## src/hw/adc_ctrl_defs.vh

```
// register offsets, field positions and reset values for the converter control bank
`ifndef ADC_CTRL_DEFS_VH
`define ADC_CTRL_DEFS_VH

// ==========================================================
// register offsets
`define ADDR_CHANNEL_SELECT 8'h05
`define ADDR_POWER_STATE 8'h08
`define ADDR_DUTY_STABILIZER 8'h09
`define ADDR_CLOCK_RATIO 8'h0b
`define ADDR_PATTERN_SELECT 8'h0d
`define ADDR_SELF_TEST 8'h0e
`define ADDR_SERVO 8'h0f
`define ADDR_SHADOW_COMMIT 8'hff

// ==========================================================
// reset values
`define RST_CHANNEL_SELECT 2'h3
`define RST_POWER_STATE 8'h80
`define RST_DUTY_STABILIZER 1'h1
`define RST_CLOCK_RATIO 3'h0
`define RST_PATTERN_SELECT 5'h00
`define RST_SELF_TEST 2'h2
`define RST_SERVO 1'h0

// ==========================================================
// field positions
`define POWER_FIXED_BIT 7
`define POWER_PIN_FN_BIT 5
`define POWER_MODE_HI 1
`define PATTERN_LONG_RST_BIT 5
`define PATTERN_SHORT_RST_BIT 4
`define PATTERN_MODE_HI 2
`define SELF_TEST_RST_BIT 2
`define SELF_TEST_EN_BIT 0
`define COMMIT_BIT 0

// ==========================================================
// encodings
`define PWR_FULL_DOWN 2'h1
`define PWR_STANDBY 2'h2
`define PAT_OFF 3'h0
`define PAT_MIDSCALE 3'h1
`define PAT_POS_FULL 3'h2
`define PAT_NEG_FULL 3'h3
`define PAT_CHECKER 3'h4
`define PAT_LONG_NOISE 3'h5
`define PAT_SHORT_NOISE 3'h6
`define PAT_WORD_TOGGLE 3'h7

// ==========================================================
// test words and noise generator shapes
`define WORD_MIDSCALE 16'h8000
`define WORD_POS_FULL 16'hffff
`define WORD_NEG_FULL 16'h0000
`define WORD_CHECKER_A 16'haaaa
`define WORD_CHECKER_B 16'h5555
`define LONG_NOISE_SEED 23'h7fffff
`define LONG_NOISE_TAP 17
`define SHORT_NOISE_SEED 9'h1ff
`define SHORT_NOISE_TAP 4

`endif

```

## src/hw/adc_control_register_bank.v

```verilog
// control register bank of a dual-channel converter with shadowed settings
`timescale 1ns/10ps
`include "adc_ctrl_defs.vh"

module adc_control_register_bank #(
  parameter DATA_W = 16
) (
  input wire sys_clk_in,
  input wire rst_in,
  input wire soft_reset_in,
  input wire [7:0] reg_addr_in,
  input wire [7:0] reg_wdata_in,
  input wire reg_write_in,
  input wire reg_read_in,
  output reg [7:0] reg_rdata_out,
  output reg reg_rvalid_out,
  input wire power_down_pin_in,
  input wire [2*DATA_W-1:0] conv_data_in,
  output wire [2*DATA_W-1:0] data_out,
  output reg [1:0] full_power_down_out,
  output reg [1:0] standby_out,
  output reg duty_stabilizer_out,
  output reg [2:0] clock_ratio_out,
  output reg clock_tick_out,
  output reg self_test_enable_out,
  output reg self_test_reset_out,
  output reg servo_enable_out
);

  // ==========================================================
  // shadow (written) copies and global settings
  reg [1:0] channel_select;
  reg stab_shadow;
  reg [2:0] ratio_shadow;
  reg [1:0] self_test_shadow;
  reg servo_shadow;
  reg [2:0] tick_count;
  wire [15:0] power_shadow_w;
  wire [15:0] pattern_shadow_w;
  wire commit = reg_write_in && (reg_addr_in == `ADDR_SHADOW_COMMIT) &&
    reg_wdata_in[`COMMIT_BIT];
  // self-test defaults split per bit so each live flop takes its own field
  localparam [1:0] SELF_TEST_DFLT = `RST_SELF_TEST;
  wire [1:0] next_full_down;
  wire [1:0] next_standby;

  always @(posedge sys_clk_in or posedge rst_in) begin
    if (rst_in) begin
      channel_select <= `RST_CHANNEL_SELECT;
      stab_shadow <= `RST_DUTY_STABILIZER;
      ratio_shadow <= `RST_CLOCK_RATIO;
      self_test_shadow <= `RST_SELF_TEST;
      servo_shadow <= `RST_SERVO;
    end else if (soft_reset_in) begin
      channel_select <= `RST_CHANNEL_SELECT;
      stab_shadow <= `RST_DUTY_STABILIZER;
      ratio_shadow <= `RST_CLOCK_RATIO;
      self_test_shadow <= `RST_SELF_TEST;
      servo_shadow <= `RST_SERVO;
    end else if (reg_write_in) begin
      case (reg_addr_in)
        `ADDR_CHANNEL_SELECT: channel_select <= reg_wdata_in[1:0];
        `ADDR_DUTY_STABILIZER: stab_shadow <= reg_wdata_in[0];
        `ADDR_CLOCK_RATIO: ratio_shadow <= reg_wdata_in[2:0];
        `ADDR_SELF_TEST: self_test_shadow <= {reg_wdata_in[`SELF_TEST_RST_BIT],
          reg_wdata_in[`SELF_TEST_EN_BIT]};
        `ADDR_SERVO: servo_shadow <= reg_wdata_in[0];
        default: channel_select <= channel_select;
      endcase
    end
  end

  // ==========================================================
  // global live settings, loaded only on a transfer
  always @(posedge sys_clk_in or posedge rst_in) begin
    if (rst_in) begin
      duty_stabilizer_out <= `RST_DUTY_STABILIZER;
      clock_ratio_out <= `RST_CLOCK_RATIO;
      self_test_reset_out <= SELF_TEST_DFLT[1];
      self_test_enable_out <= SELF_TEST_DFLT[0];
      servo_enable_out <= `RST_SERVO;
    end else if (soft_reset_in) begin
      duty_stabilizer_out <= `RST_DUTY_STABILIZER;
      clock_ratio_out <= `RST_CLOCK_RATIO;
      self_test_reset_out <= SELF_TEST_DFLT[1];
      self_test_enable_out <= SELF_TEST_DFLT[0];
      servo_enable_out <= `RST_SERVO;
    end else if (commit) begin
      // any divide other than one turns the stabilizer on regardless of its bit
      duty_stabilizer_out <= stab_shadow | (ratio_shadow != 3'h0);
      clock_ratio_out <= ratio_shadow;
      self_test_reset_out <= self_test_shadow[1];
      self_test_enable_out <= self_test_shadow[0];
      servo_enable_out <= servo_shadow;
    end
  end

  // ==========================================================
  // input clock divider: one tick every ratio plus one cycles
  always @(posedge sys_clk_in or posedge rst_in) begin
    if (rst_in) begin
      tick_count <= 3'h0;
      clock_tick_out <= 1'b0;
    end else if (tick_count >= clock_ratio_out) begin
      tick_count <= 3'h0;
      clock_tick_out <= 1'b1;
    end else begin
      tick_count <= tick_count + 3'h1;
      clock_tick_out <= 1'b0;
    end
  end

  // ==========================================================
  // per-channel local registers, live copies and pattern sources
  genvar ch;
  generate
    for (ch = 0; ch < 2; ch = ch + 1) begin : chan
      reg [2:0] power_shadow;
      reg [4:0] pattern_shadow;
      reg [2:0] power_live;
      reg [4:0] pattern_live;
      wire local_wr = reg_write_in && channel_select[ch];
      wire [1:0] mode = power_live[1:0];
      wire pin_full = power_down_pin_in && !power_live[2];
      wire pin_stby = power_down_pin_in && power_live[2];
      assign power_shadow_w[8*ch+:8] = {1'b1, 1'b0, power_shadow[2], 3'h0, power_shadow[1:0]};
      assign pattern_shadow_w[8*ch+:8] = {2'h0, pattern_shadow[4:3], 1'b0, pattern_shadow[2:0]};

      // soft reset is a synchronous input; feeding it into the async clear would
      // let a glitch on that pin wipe the settings
      always @(posedge sys_clk_in or posedge rst_in) begin
        if (rst_in) begin
          power_shadow <= 3'h0;
          pattern_shadow <= `RST_PATTERN_SELECT;
          power_live <= 3'h0;
          pattern_live <= `RST_PATTERN_SELECT;
        end else if (soft_reset_in) begin
          power_shadow <= 3'h0;
          pattern_shadow <= `RST_PATTERN_SELECT;
          power_live <= 3'h0;
          pattern_live <= `RST_PATTERN_SELECT;
        end else begin
          if (local_wr && reg_addr_in == `ADDR_POWER_STATE) begin
            power_shadow <= {reg_wdata_in[`POWER_PIN_FN_BIT], reg_wdata_in[`POWER_MODE_HI:0]};
          end
          if (local_wr && reg_addr_in == `ADDR_PATTERN_SELECT) begin
            pattern_shadow <= {reg_wdata_in[`PATTERN_LONG_RST_BIT],
              reg_wdata_in[`PATTERN_SHORT_RST_BIT], reg_wdata_in[`PATTERN_MODE_HI:0]};
          end
          if (commit) begin
            power_live <= power_shadow;
            pattern_live <= pattern_shadow;
          end
        end
      end

      assign next_full_down[ch] = (mode == `PWR_FULL_DOWN) | pin_full;
      // full power-down outranks standby when both are asked for
      assign next_standby[ch] = !next_full_down[ch] &&
        ((mode == `PWR_STANDBY) | pin_stby);

      output_pattern_source #(
        .DATA_W(DATA_W)
      ) src (
        .sys_clk_in(sys_clk_in),
        .rst_in(rst_in),
        .conv_data_in(conv_data_in[DATA_W*ch+:DATA_W]),
        .mode_in(pattern_live[2:0]),
        .long_rst_in(pattern_live[4]),
        .short_rst_in(pattern_live[3]),
        .data_out(data_out[DATA_W*ch+:DATA_W])
      );
    end
  endgenerate

  // ==========================================================
  // power state outputs, one register stage behind the live settings
  always @(posedge sys_clk_in or posedge rst_in) begin
    if (rst_in) begin
      full_power_down_out <= 2'h0;
      standby_out <= 2'h0;
    end else begin
      full_power_down_out <= next_full_down;
      standby_out <= next_standby;
    end
  end

  // ==========================================================
  // read port; shadow values read back, transfer always reads zero
  reg [7:0] next_rdata;
  // channel A wins when both bits are set
  wire rd_b = !channel_select[0] && channel_select[1];

  always @* begin
    case (reg_addr_in)
      `ADDR_CHANNEL_SELECT: next_rdata = {6'h00, channel_select};
      `ADDR_POWER_STATE: next_rdata = rd_b ? power_shadow_w[15:8] : power_shadow_w[7:0];
      `ADDR_DUTY_STABILIZER: next_rdata = {7'h00, stab_shadow};
      `ADDR_CLOCK_RATIO: next_rdata = {5'h00, ratio_shadow};
      `ADDR_PATTERN_SELECT: next_rdata = rd_b ? pattern_shadow_w[15:8] : pattern_shadow_w[7:0];
      `ADDR_SELF_TEST: next_rdata = {5'h00, self_test_shadow[1], 1'b0, self_test_shadow[0]};
      `ADDR_SERVO: next_rdata = {7'h00, servo_shadow};
      default: next_rdata = 8'h00;
    endcase
  end

  always @(posedge sys_clk_in or posedge rst_in) begin
    if (rst_in) begin
      reg_rdata_out <= 8'h00;
      reg_rvalid_out <= 1'b0;
    end else begin
      reg_rvalid_out <= reg_read_in;
      if (reg_read_in) begin
        reg_rdata_out <= next_rdata;
      end
    end
  end

endmodule // adc_control_register_bank

```

## src/hw/output_pattern_source.v

```verilog
// per-channel output word source: conversion data or one of the test patterns
`timescale 1ns/10ps
`include "adc_ctrl_defs.vh"

module output_pattern_source #(
  parameter DATA_W = 16
) (
  input wire sys_clk_in,
  input wire rst_in,
  input wire [DATA_W-1:0] conv_data_in,
  input wire [2:0] mode_in,
  input wire long_rst_in,
  input wire short_rst_in,
  output reg [DATA_W-1:0] data_out
);

  reg [22:0] long_noise;
  reg [8:0] short_noise;
  reg phase;
  wire long_fb = long_noise[22] ^ long_noise[`LONG_NOISE_TAP];
  wire short_fb = short_noise[8] ^ short_noise[`SHORT_NOISE_TAP];
  reg [15:0] next_word;

  // ==========================================================
  // noise generators, held at seed while their reset bit stands
  always @(posedge sys_clk_in or posedge rst_in) begin
    if (rst_in) begin
      long_noise <= `LONG_NOISE_SEED;
      short_noise <= `SHORT_NOISE_SEED;
      phase <= 1'b0;
    end else begin
      phase <= ~phase;
      if (long_rst_in) begin
        long_noise <= `LONG_NOISE_SEED;
      end else begin
        long_noise <= {long_noise[21:0], long_fb};
      end
      if (short_rst_in) begin
        short_noise <= `SHORT_NOISE_SEED;
      end else begin
        short_noise <= {short_noise[7:0], short_fb};
      end
    end
  end

  // ==========================================================
  // pattern select; test data replaces conversion data when mode is nonzero
  always @* begin
    case (mode_in)
      `PAT_OFF: next_word = conv_data_in[15:0];
      `PAT_MIDSCALE: next_word = `WORD_MIDSCALE;
      `PAT_POS_FULL: next_word = `WORD_POS_FULL;
      `PAT_NEG_FULL: next_word = `WORD_NEG_FULL;
      `PAT_CHECKER: next_word = phase ? `WORD_CHECKER_B : `WORD_CHECKER_A;
      `PAT_LONG_NOISE: next_word = long_noise[15:0];
      `PAT_SHORT_NOISE: next_word = {short_noise, short_noise[8:2]};
      `PAT_WORD_TOGGLE: next_word = phase ? `WORD_POS_FULL : `WORD_NEG_FULL;
      default: next_word = conv_data_in[15:0];
    endcase
  end

  always @(posedge sys_clk_in or posedge rst_in) begin
    if (rst_in) begin
      data_out <= {DATA_W{1'b0}};
    end else begin
      data_out <= next_word[DATA_W-1:0];
    end
  end

endmodule // output_pattern_source

```

## config.mk

```make
export PLATFORM = sky130hd
export DESIGN_NAME = adc_control_register_bank
export DESIGN_NICKNAME = d
export VERILOG_FILES = /design/src/hw/adc_control_register_bank.v /design/src/hw/output_pattern_source.v
export VERILOG_INCLUDE_DIRS = /design/src /design/src/hw
export SDC_FILE = /design/constraint.sdc
export NUM_CORES = 1
export LEC_CHECK = 0
export BUFFER_PORTS_ARGS = -buffer_cell sky130_fd_sc_hd__buf_4
export CORE_MARGIN = 3
export CORE_UTILIZATION = 40
export DETAILED_ROUTE_END_ITERATION = 8
export MAX_ROUTING_LAYER = met4
export PLACE_DENSITY = 0.69
export SYNTH_ARGS = -nofsm -noshare
export SYNTH_HDL_FRONTEND = slang
export SYNTH_HIERARCHICAL = 1
export SYNTH_SLANG_ARGS = --single-unit
```

## constraint.sdc

```tcl
create_clock -name sys_clk_in -period 1.9 [get_ports sys_clk_in]
set_clock_uncertainty 0.05 [all_clocks]
set_input_delay 0.285 -clock sys_clk_in [delete_from_list [all_inputs] [get_ports sys_clk_in]]
set_output_delay 0.285 -clock sys_clk_in [all_outputs]
set_load 0.05 [all_outputs]
```

==> impl_metrics.csv, run 1 <==
group,metric,value,unit
global_routing,grt_pass1_wl,26400,µm
run,cap_violations,0,
worst_setup_path,critPathTopFamily,"flip-flops",
drt,antenna_left,0,
timing,hold_slack,0.0964,ns
global_routing,grt_max_degree,50,
clocking,cts_buffers,17,
drt,drt_iter0_markers,256,
worst_setup_path,cp_cell_sequence,"nor2b_1 -> buf_4 -> mux2i_1 -> nor2_1 -> a21oi_1 -> o32ai_1",
timing,period_share,0.861,
clocking,max-clock-path-buffers,2,
clocking,path_clk_slew,0.07,ns
floorplanning,die_h,140,µm
drt,wl_per_cell,15.7,µm
placed_design,dp_cells,957,
pwr,power.density,830,nW/µm²
worst_setup_path,worstPathArrival,1.89,ns
global_routing,grt.overflow.total,0,
placed_design,hpwl,10900,µm
synth,synth.ff_latch_count,161,
clocking,clk_latency,0.42,ns
worst_setup_path,criticalPathCategory,"register to register",
worst_setup_path,slowest_stage,"dfstp_2",
layout,area_growth,21.2,%
placed_design,portBuffers,101,
layout,fin_cells,991,
run_status,status,"finished clean",
timing,min_period,1.64,ns
synth,yosys_warnings,6,
timing,fmax,0.611,GHz
drt,vias,5057,
layout,final_util,0.500,
floorplanning,num_io_pins,107,
timing,drv_slew,0,
timing,tightest_slew,0.617,ns
synth,ys.flop_type,"dfrtp_1",
clocking,cts.sinks,161,
worst_setup_path,crit_fanout,4,
layout,nets,811,
layout,final_layout_size_suffix_gt1_frac,0.388,
synth,async_flop_share,1.00,
worst_setup_path,cp_data_required_time,2.15,ns
pwr,ir_worst_vdd,0.000640,V
floorplanning,rows,48,
clocking,cts_tree,"done",
clocking,post_cts_buffers,0,
min_path,min_path_type,"input pin to register",
drt,drc,0,
layout,fillerInstances,1586,
drt,first_pass_iters,5,
floorplanning,initial_utilization,0.413,
floorplanning,design.die.area,19600,µm²
clocking,h-tree-depth,4,
global_routing,antenna_found_initial,0,
worst_setup_path,cp-end-kind,"register",
floorplanning,die_w,140,µm
synth,netlist_area,7190,µm²
synth,seq_area_frac_synth,0.573,
layout,diodes,0,
clocking,clock-root-buffer,"clkbuf_16",
synth,synth_area_per_cell,11.0,µm²
worst_setup_path,max_stage_delay,0.53,ns
worst_setup_path,start_kind,"register",
drt,drt-vias-per-instance,5.10,
timing,hold_violations,0,
timing,rsz0062_at_grt,"no",
synth,synth_cell_types,56,
timing,setup_viol,0,
global_routing,grt_util_all_layers,0.172,
synth,synth_cells,654,
timing,tns,0,ns
floorplanning,core_area,17400,µm²
worst_setup_path,cp_num_buf_inv,1,
placed_design,gp_congestion,0.847,
drt,wirelength,15600,µm
global_routing,grt_pass1_vias,5092,
pwr,leakagePower,3.81,nW
pwr,p_total,7.23,mW
timing,slew-limit-headroom,0.589,
synth,synth_edf_count,0,
[worst min-delay path, delay by kind of cell]
| kind | cells | cell delay, ns |
|---|---|---|
| buffers and inverters | 1 | 0.11 |
| AND/OR/NAND/NOR | 1 | 0.07 |
| AO/OA/AOI/OAI | 1 | 0.06 |
[per-layer routing]
metal,GRT usage,routed length [µm],part of all wire
met5,-,0,0
met1,0.239,7400,0.47
met2,0.253,7270,0.47
met4,0.0479,164,0.011
met3,0.0399,764,0.049
[cells in the mapped netlist, drive strengths merged, types with 2 or more instances]
library cell  number  area (µm²)
a21o               4        30.0
o22ai              4        25.0
ha                 4        50.1
mux2i             36         360
nor2             109         409
inv               14        52.6
nor4               3        40.0
a21oi             17        85.1
clkbuf            13        48.8
nand2b            27         174
o21ai              7        35.0
o2bb2ai            2        17.5
a211o              4        35.0
nor3b              2        31.3
dfrtp             91        2280
a21boi            30         225
nor2b              9        56.3
dfstp             70        1840
xnor2              5        43.8
nand2             28         105
or2               64         400
nand3             19         100
o211ai             2        15.0
buf               31         239
nand4              3        18.8
a31oi              3        18.8
nor3               5        41.3
o32ai             31         272
a22o               2        17.5
[state kept, by name, summed over array words and instances, names as in the netlist, 6 cells and up]
signal / flops
chan.src/short_noise: 18
chan.power_shadow: 6
chan.power_live: 6
reg_rdata_out: 6
chan.src/long_noise: 46
chan.pattern_shadow: 10
chan.src/data_out: 32
chan.pattern_live: 10
[layout make-up]
cell class	count	area, µm²	area share
Clock buffer	18	429	0.0493
Tap cell	225	282	0.0323
Sequential cell	161	4120	0.473
Timing Repair Buffer	123	966	0.111
Multi-Input combinational cell	436	2740	0.315
Clock inverter	14	121	0.0139
Inverter	14	52.6	0.00603
[what timing repair did]
action                                 in CTS  in global routing
endpoints found under the hold margin      25                  0
hold buffers                                2                  0
gates resized for setup                     0                  0
[cells by family (layout without fill, tap and decap cells)]
group                      Yosys count  in the layout  share of synthesized area
and+or+nand+nor                    275            275                      0.198
other                                1              2                   0.000522
muxes                               37             37                     0.0517
AOI/OAI and AO/OA                  113            113                      0.116
DFF                                161            161                      0.573
adders and majority gates            4              4                    0.00697
xor gates and xnor gates             5              5                    0.00609
buffers and inverters               58            169                     0.0474
[power breakdown]
part | internal, mW | switching, mW
Combinational | 0.175 | 0.344
Clock | 1.72 | 1.50
Sequential | 3.48 | 0.0119
Total | 5.37 | 1.86
[layout by cell type, fill, tap and decap left out, types with 7 or more instances in the layout]
cell       count
a21boi_0       8
a21boi_1      22
a21oi_1       17
buf_4        118
clkbuf_16     17
dfrtp_1       91
dfstp_2       70
inv_1         11
mux2i_1       36
nand2_1       28
nand2b_1      25
nand3_1       18
nor2_1       109
nor2b_1        9
o21ai_0        7
o32ai_1       31
or2_2         62
[per-stage QoR]
| stage | instance area [µm²] | worst slack, ns |
|---|---|---|
| after global placement | 8140 | 0.0961 |
| after detailed placement | 8140 | 0.0860 |
| after floorplan | 7190 | 0.00518 |
| after global routing | 8710 | 0.158 |
| after CTS | 8710 | 0.235 |
| final | 8710 | 0.263 |
[path summary, 6_finish.rpt]
| check | from | endpoint | slack, ns | cells past startpoint |
|---|---|---|---|---|
| max | channel_select[1]$_DFFE_PP1P_ | reg_rdata_out[5]$_DFFE_PP0P_ | 0.26 | 6 |
| min | power_down_pin_in | standby_out[0]$_DFF_PP0_ | 0.1 | 3 |
| max reg2reg | channel_select[1]$_DFFE_PP1P_ | reg_rdata_out[5]$_DFFE_PP0P_ | 0.26 | 6 |
| min reg2reg | chan[0].power_live[0]$_DFFE_PP0P_ | standby_out[0]$_DFF_PP0_ | 0.42 | 1 |
| max in group asynchronous | rst_in | stab_shadow$_DFFE_PP1P_ | 0.77 | 4 |
| min in group asynchronous | rst_in | chan[0].src/data_out[11]$_DFF_PP0_ | 0.33 | 3 |
(Power assumes the default switching activity.)
==> run 2, diff against run 1 <==
- CORE_UTILIZATION: 40 -> 51
- PLACE_DENSITY: 0.69 -> 0.82
==> impl_metrics.csv, run 2 (synthesis results as in run 1) <==
group,metric,value,unit
run_status,status,"finished clean",
clocking,path_clk_slew,0.06,ns
floorplanning,die_w,125,µm
placed_design,portBuffers,101,
worst_setup_path,ff2ff_setup_slack,0.20,ns
clocking,post_cts_buffers,0,
layout,diodes,0,
worst_setup_path,timing.rr.end,"reg_rdata_out[5]$_DFFE_PP0P_",
pwr,power.density,869,nW/µm²
worst_setup_path,cp-end-kind,"register",
clocking,cts.sinks,161,
layout,layout_commonest_cell,"buf_4",
timing,hold_violations,0,
clocking,clk_latency,0.43,ns
timing,hold_slack,0.0661,ns
layout,nets,811,
floorplanning,initial_utilization,0.532,
floorplanning,num_io_pins,107,
pwr,ir_worst_vdd,0.000599,V
min_path,min_to,"self_test_shadow[1]$_DFFE_PP1P_",
timing,drv_slew,0,
drt,drt-vias-per-instance,5.48,
floorplanning,die_h,125,µm
floorplanning,design.die.area,15600,µm²
worst_setup_path,worstPathArrival,1.96,ns
timing,period_share,0.897,
timing,fmax,0.587,GHz
global_routing,grt_util_all_layers,0.214,
timing,rsz0062_at_grt,"no",
worst_setup_path,r2r-start,"channel_select[1]$_DFFE_PP1P_",
drt,vias,5158,
drt,wirelength,15900,µm
pwr,leakagePower,3.83,nW
clocking,cts_resized,0,
worst_setup_path,start_kind,"register",
clocking,max-clock-path-buffers,2,
global_routing,grt_pass1_vias,5285,
drt,antenna_left,0,
clocking,cts_buffers,17,
drt,first_pass_iters,7,
global_routing,grt.overflow.total,0,
timing,min_period,1.70,ns
timing,slew-limit-headroom,0.606,
global_routing,antenna_found_initial,0,
clocking,h-tree-depth,4,
layout,area_growth,21.1,%
floorplanning,core_area,13500,µm²
worst_setup_path,cp_data_required_time,2.16,ns
timing,setup_viol,0,
layout,top_regs,"chan.src/long_noise: 46 flops, chan.src/data_out: 32 flops, chan.src/short_noise: 18 flops",
floorplanning,rows,42,
clocking,clock-root-buffer,"clkbuf_16",
placed_design,gp_congestion,0.906,
drt,wl_per_cell,16.9,µm
min_path,hold_start,"reg_wdata_in[2]",
global_routing,grt_pass1_wl,26000,µm
timing,tightest_slew,0.592,ns
placed_design,hpwl,11000,µm
drt,drt_iter0_markers,431,
layout,final_cell_mix,"buf_4 (119), nor2_1 (109), dfrtp_1 (91), dfstp_2 (70), or2_2 (62)",
drt,drc,0,
global_routing,grt_max_degree,50,
layout,final_layout_size_suffix_gt1_frac,0.383,
run,cap_violations,0,
worst_setup_path,ff2ff_path_depth,6,
min_path,min_path_type,"input pin to register",
worst_setup_path,crit_fanout,4,
timing,tns,0,ns
layout,largest_reg_flops,46,
min_path,hold_depth,2,
worst_setup_path,criticalPathCategory,"register to register",
clocking,cts_tree,"done",
layout,largest-register,"chan.src/long_noise",
==> run 2: report_power, final <==
part	internal (mW)	total, mW	switching [mW]
Clock	2.23	3.55	1.33
Combinational	0.172	0.515	0.343
Sequential	3.48	3.49	0.0126
==> run 2: final cells by class <==
type,count,area [µm²]
fill,1037,4810
sequential,161,4120
multi-input combinational,436,2740
timing repair buffer,123,953
clock buffer,22,454
tap,176,220
clock inverter,10,160
inverter,14,52.6
==> run 2: per-layer routing <==
| layer | vias up | GRT usage | part of all wire |
|---|---|---|---|
| met3 | 25 | 0.0497 | 0.052 |
| met4 | 0 | 0.0767 | 0.014 |
| met1 | 2549 | 0.274 | 0.43 |
| met2 | 165 | 0.337 | 0.50 |
| met5 | - | - | 0 |
| li1 | 2419 | - | - |
==> run 2: repair_timing <==
item / 4_1_cts / 5_1_grt
hold endpoints to repair: 14 / 0
hold buffers: 2 / 0
endpoints found under the setup margin: 0 / 0
==> run 2: how the worst max path moves through the flow <==
stage	startpoint	to	slack (ns)	cells past startpoint
2_1_floorplan	rst_in	chan[0].pattern_live[0]$_DFFE_PP0P_	0.005	1
3_5_place_dp	reg_addr_in[5]	chan[0].pattern_shadow[0]$_DFFE_PP0P_	0.05	6
3_3_place_gp	reg_addr_in[5]	chan[1].pattern_shadow[2]$_DFFE_PP0P_	0.11	6
6_report	channel_select[1]$_DFFE_PP1P_	reg_rdata_out[5]$_DFFE_PP0P_	0.20	6
4_1_cts	channel_select[1]$_DFFE_PP1P_	reg_rdata_out[5]$_DFFE_PP0P_	0.22	6
5_1_grt	channel_select[1]$_DFFE_PP1P_	reg_rdata_out[1]$_DFFE_PP0P_	0.06	6
==> run 2: critical path, cell delays in order (launching register included) <==
cell and delay (ns):
dfstp_2 0.53, nor2b_1 0.20, buf_4 0.19, mux2i_1 0.28, nor2_1 0.06, a21oi_1 0.19
o32ai_1 0.10
==> run 2: stage by stage <==
step / std cells / area (µm²) / power, mW / setup WS [ns] / util
5_1_grt: 942 / 8700 / 7.80 / 0.0572 / 0.644
4_1_cts: 942 / 8700 / 7.61 / 0.218 / 0.644
3_5_place_dp: 908 / 8060 / 4.06 / 0.0534 / 0.597
2_1_floorplan: 655 / 7190 / 3.85 / 0.00518 / -
6_report: 942 / 8700 / 7.56 / 0.196 / 0.644
3_3_place_gp: 908 / 8060 / 4.05 / 0.109 / 0.597
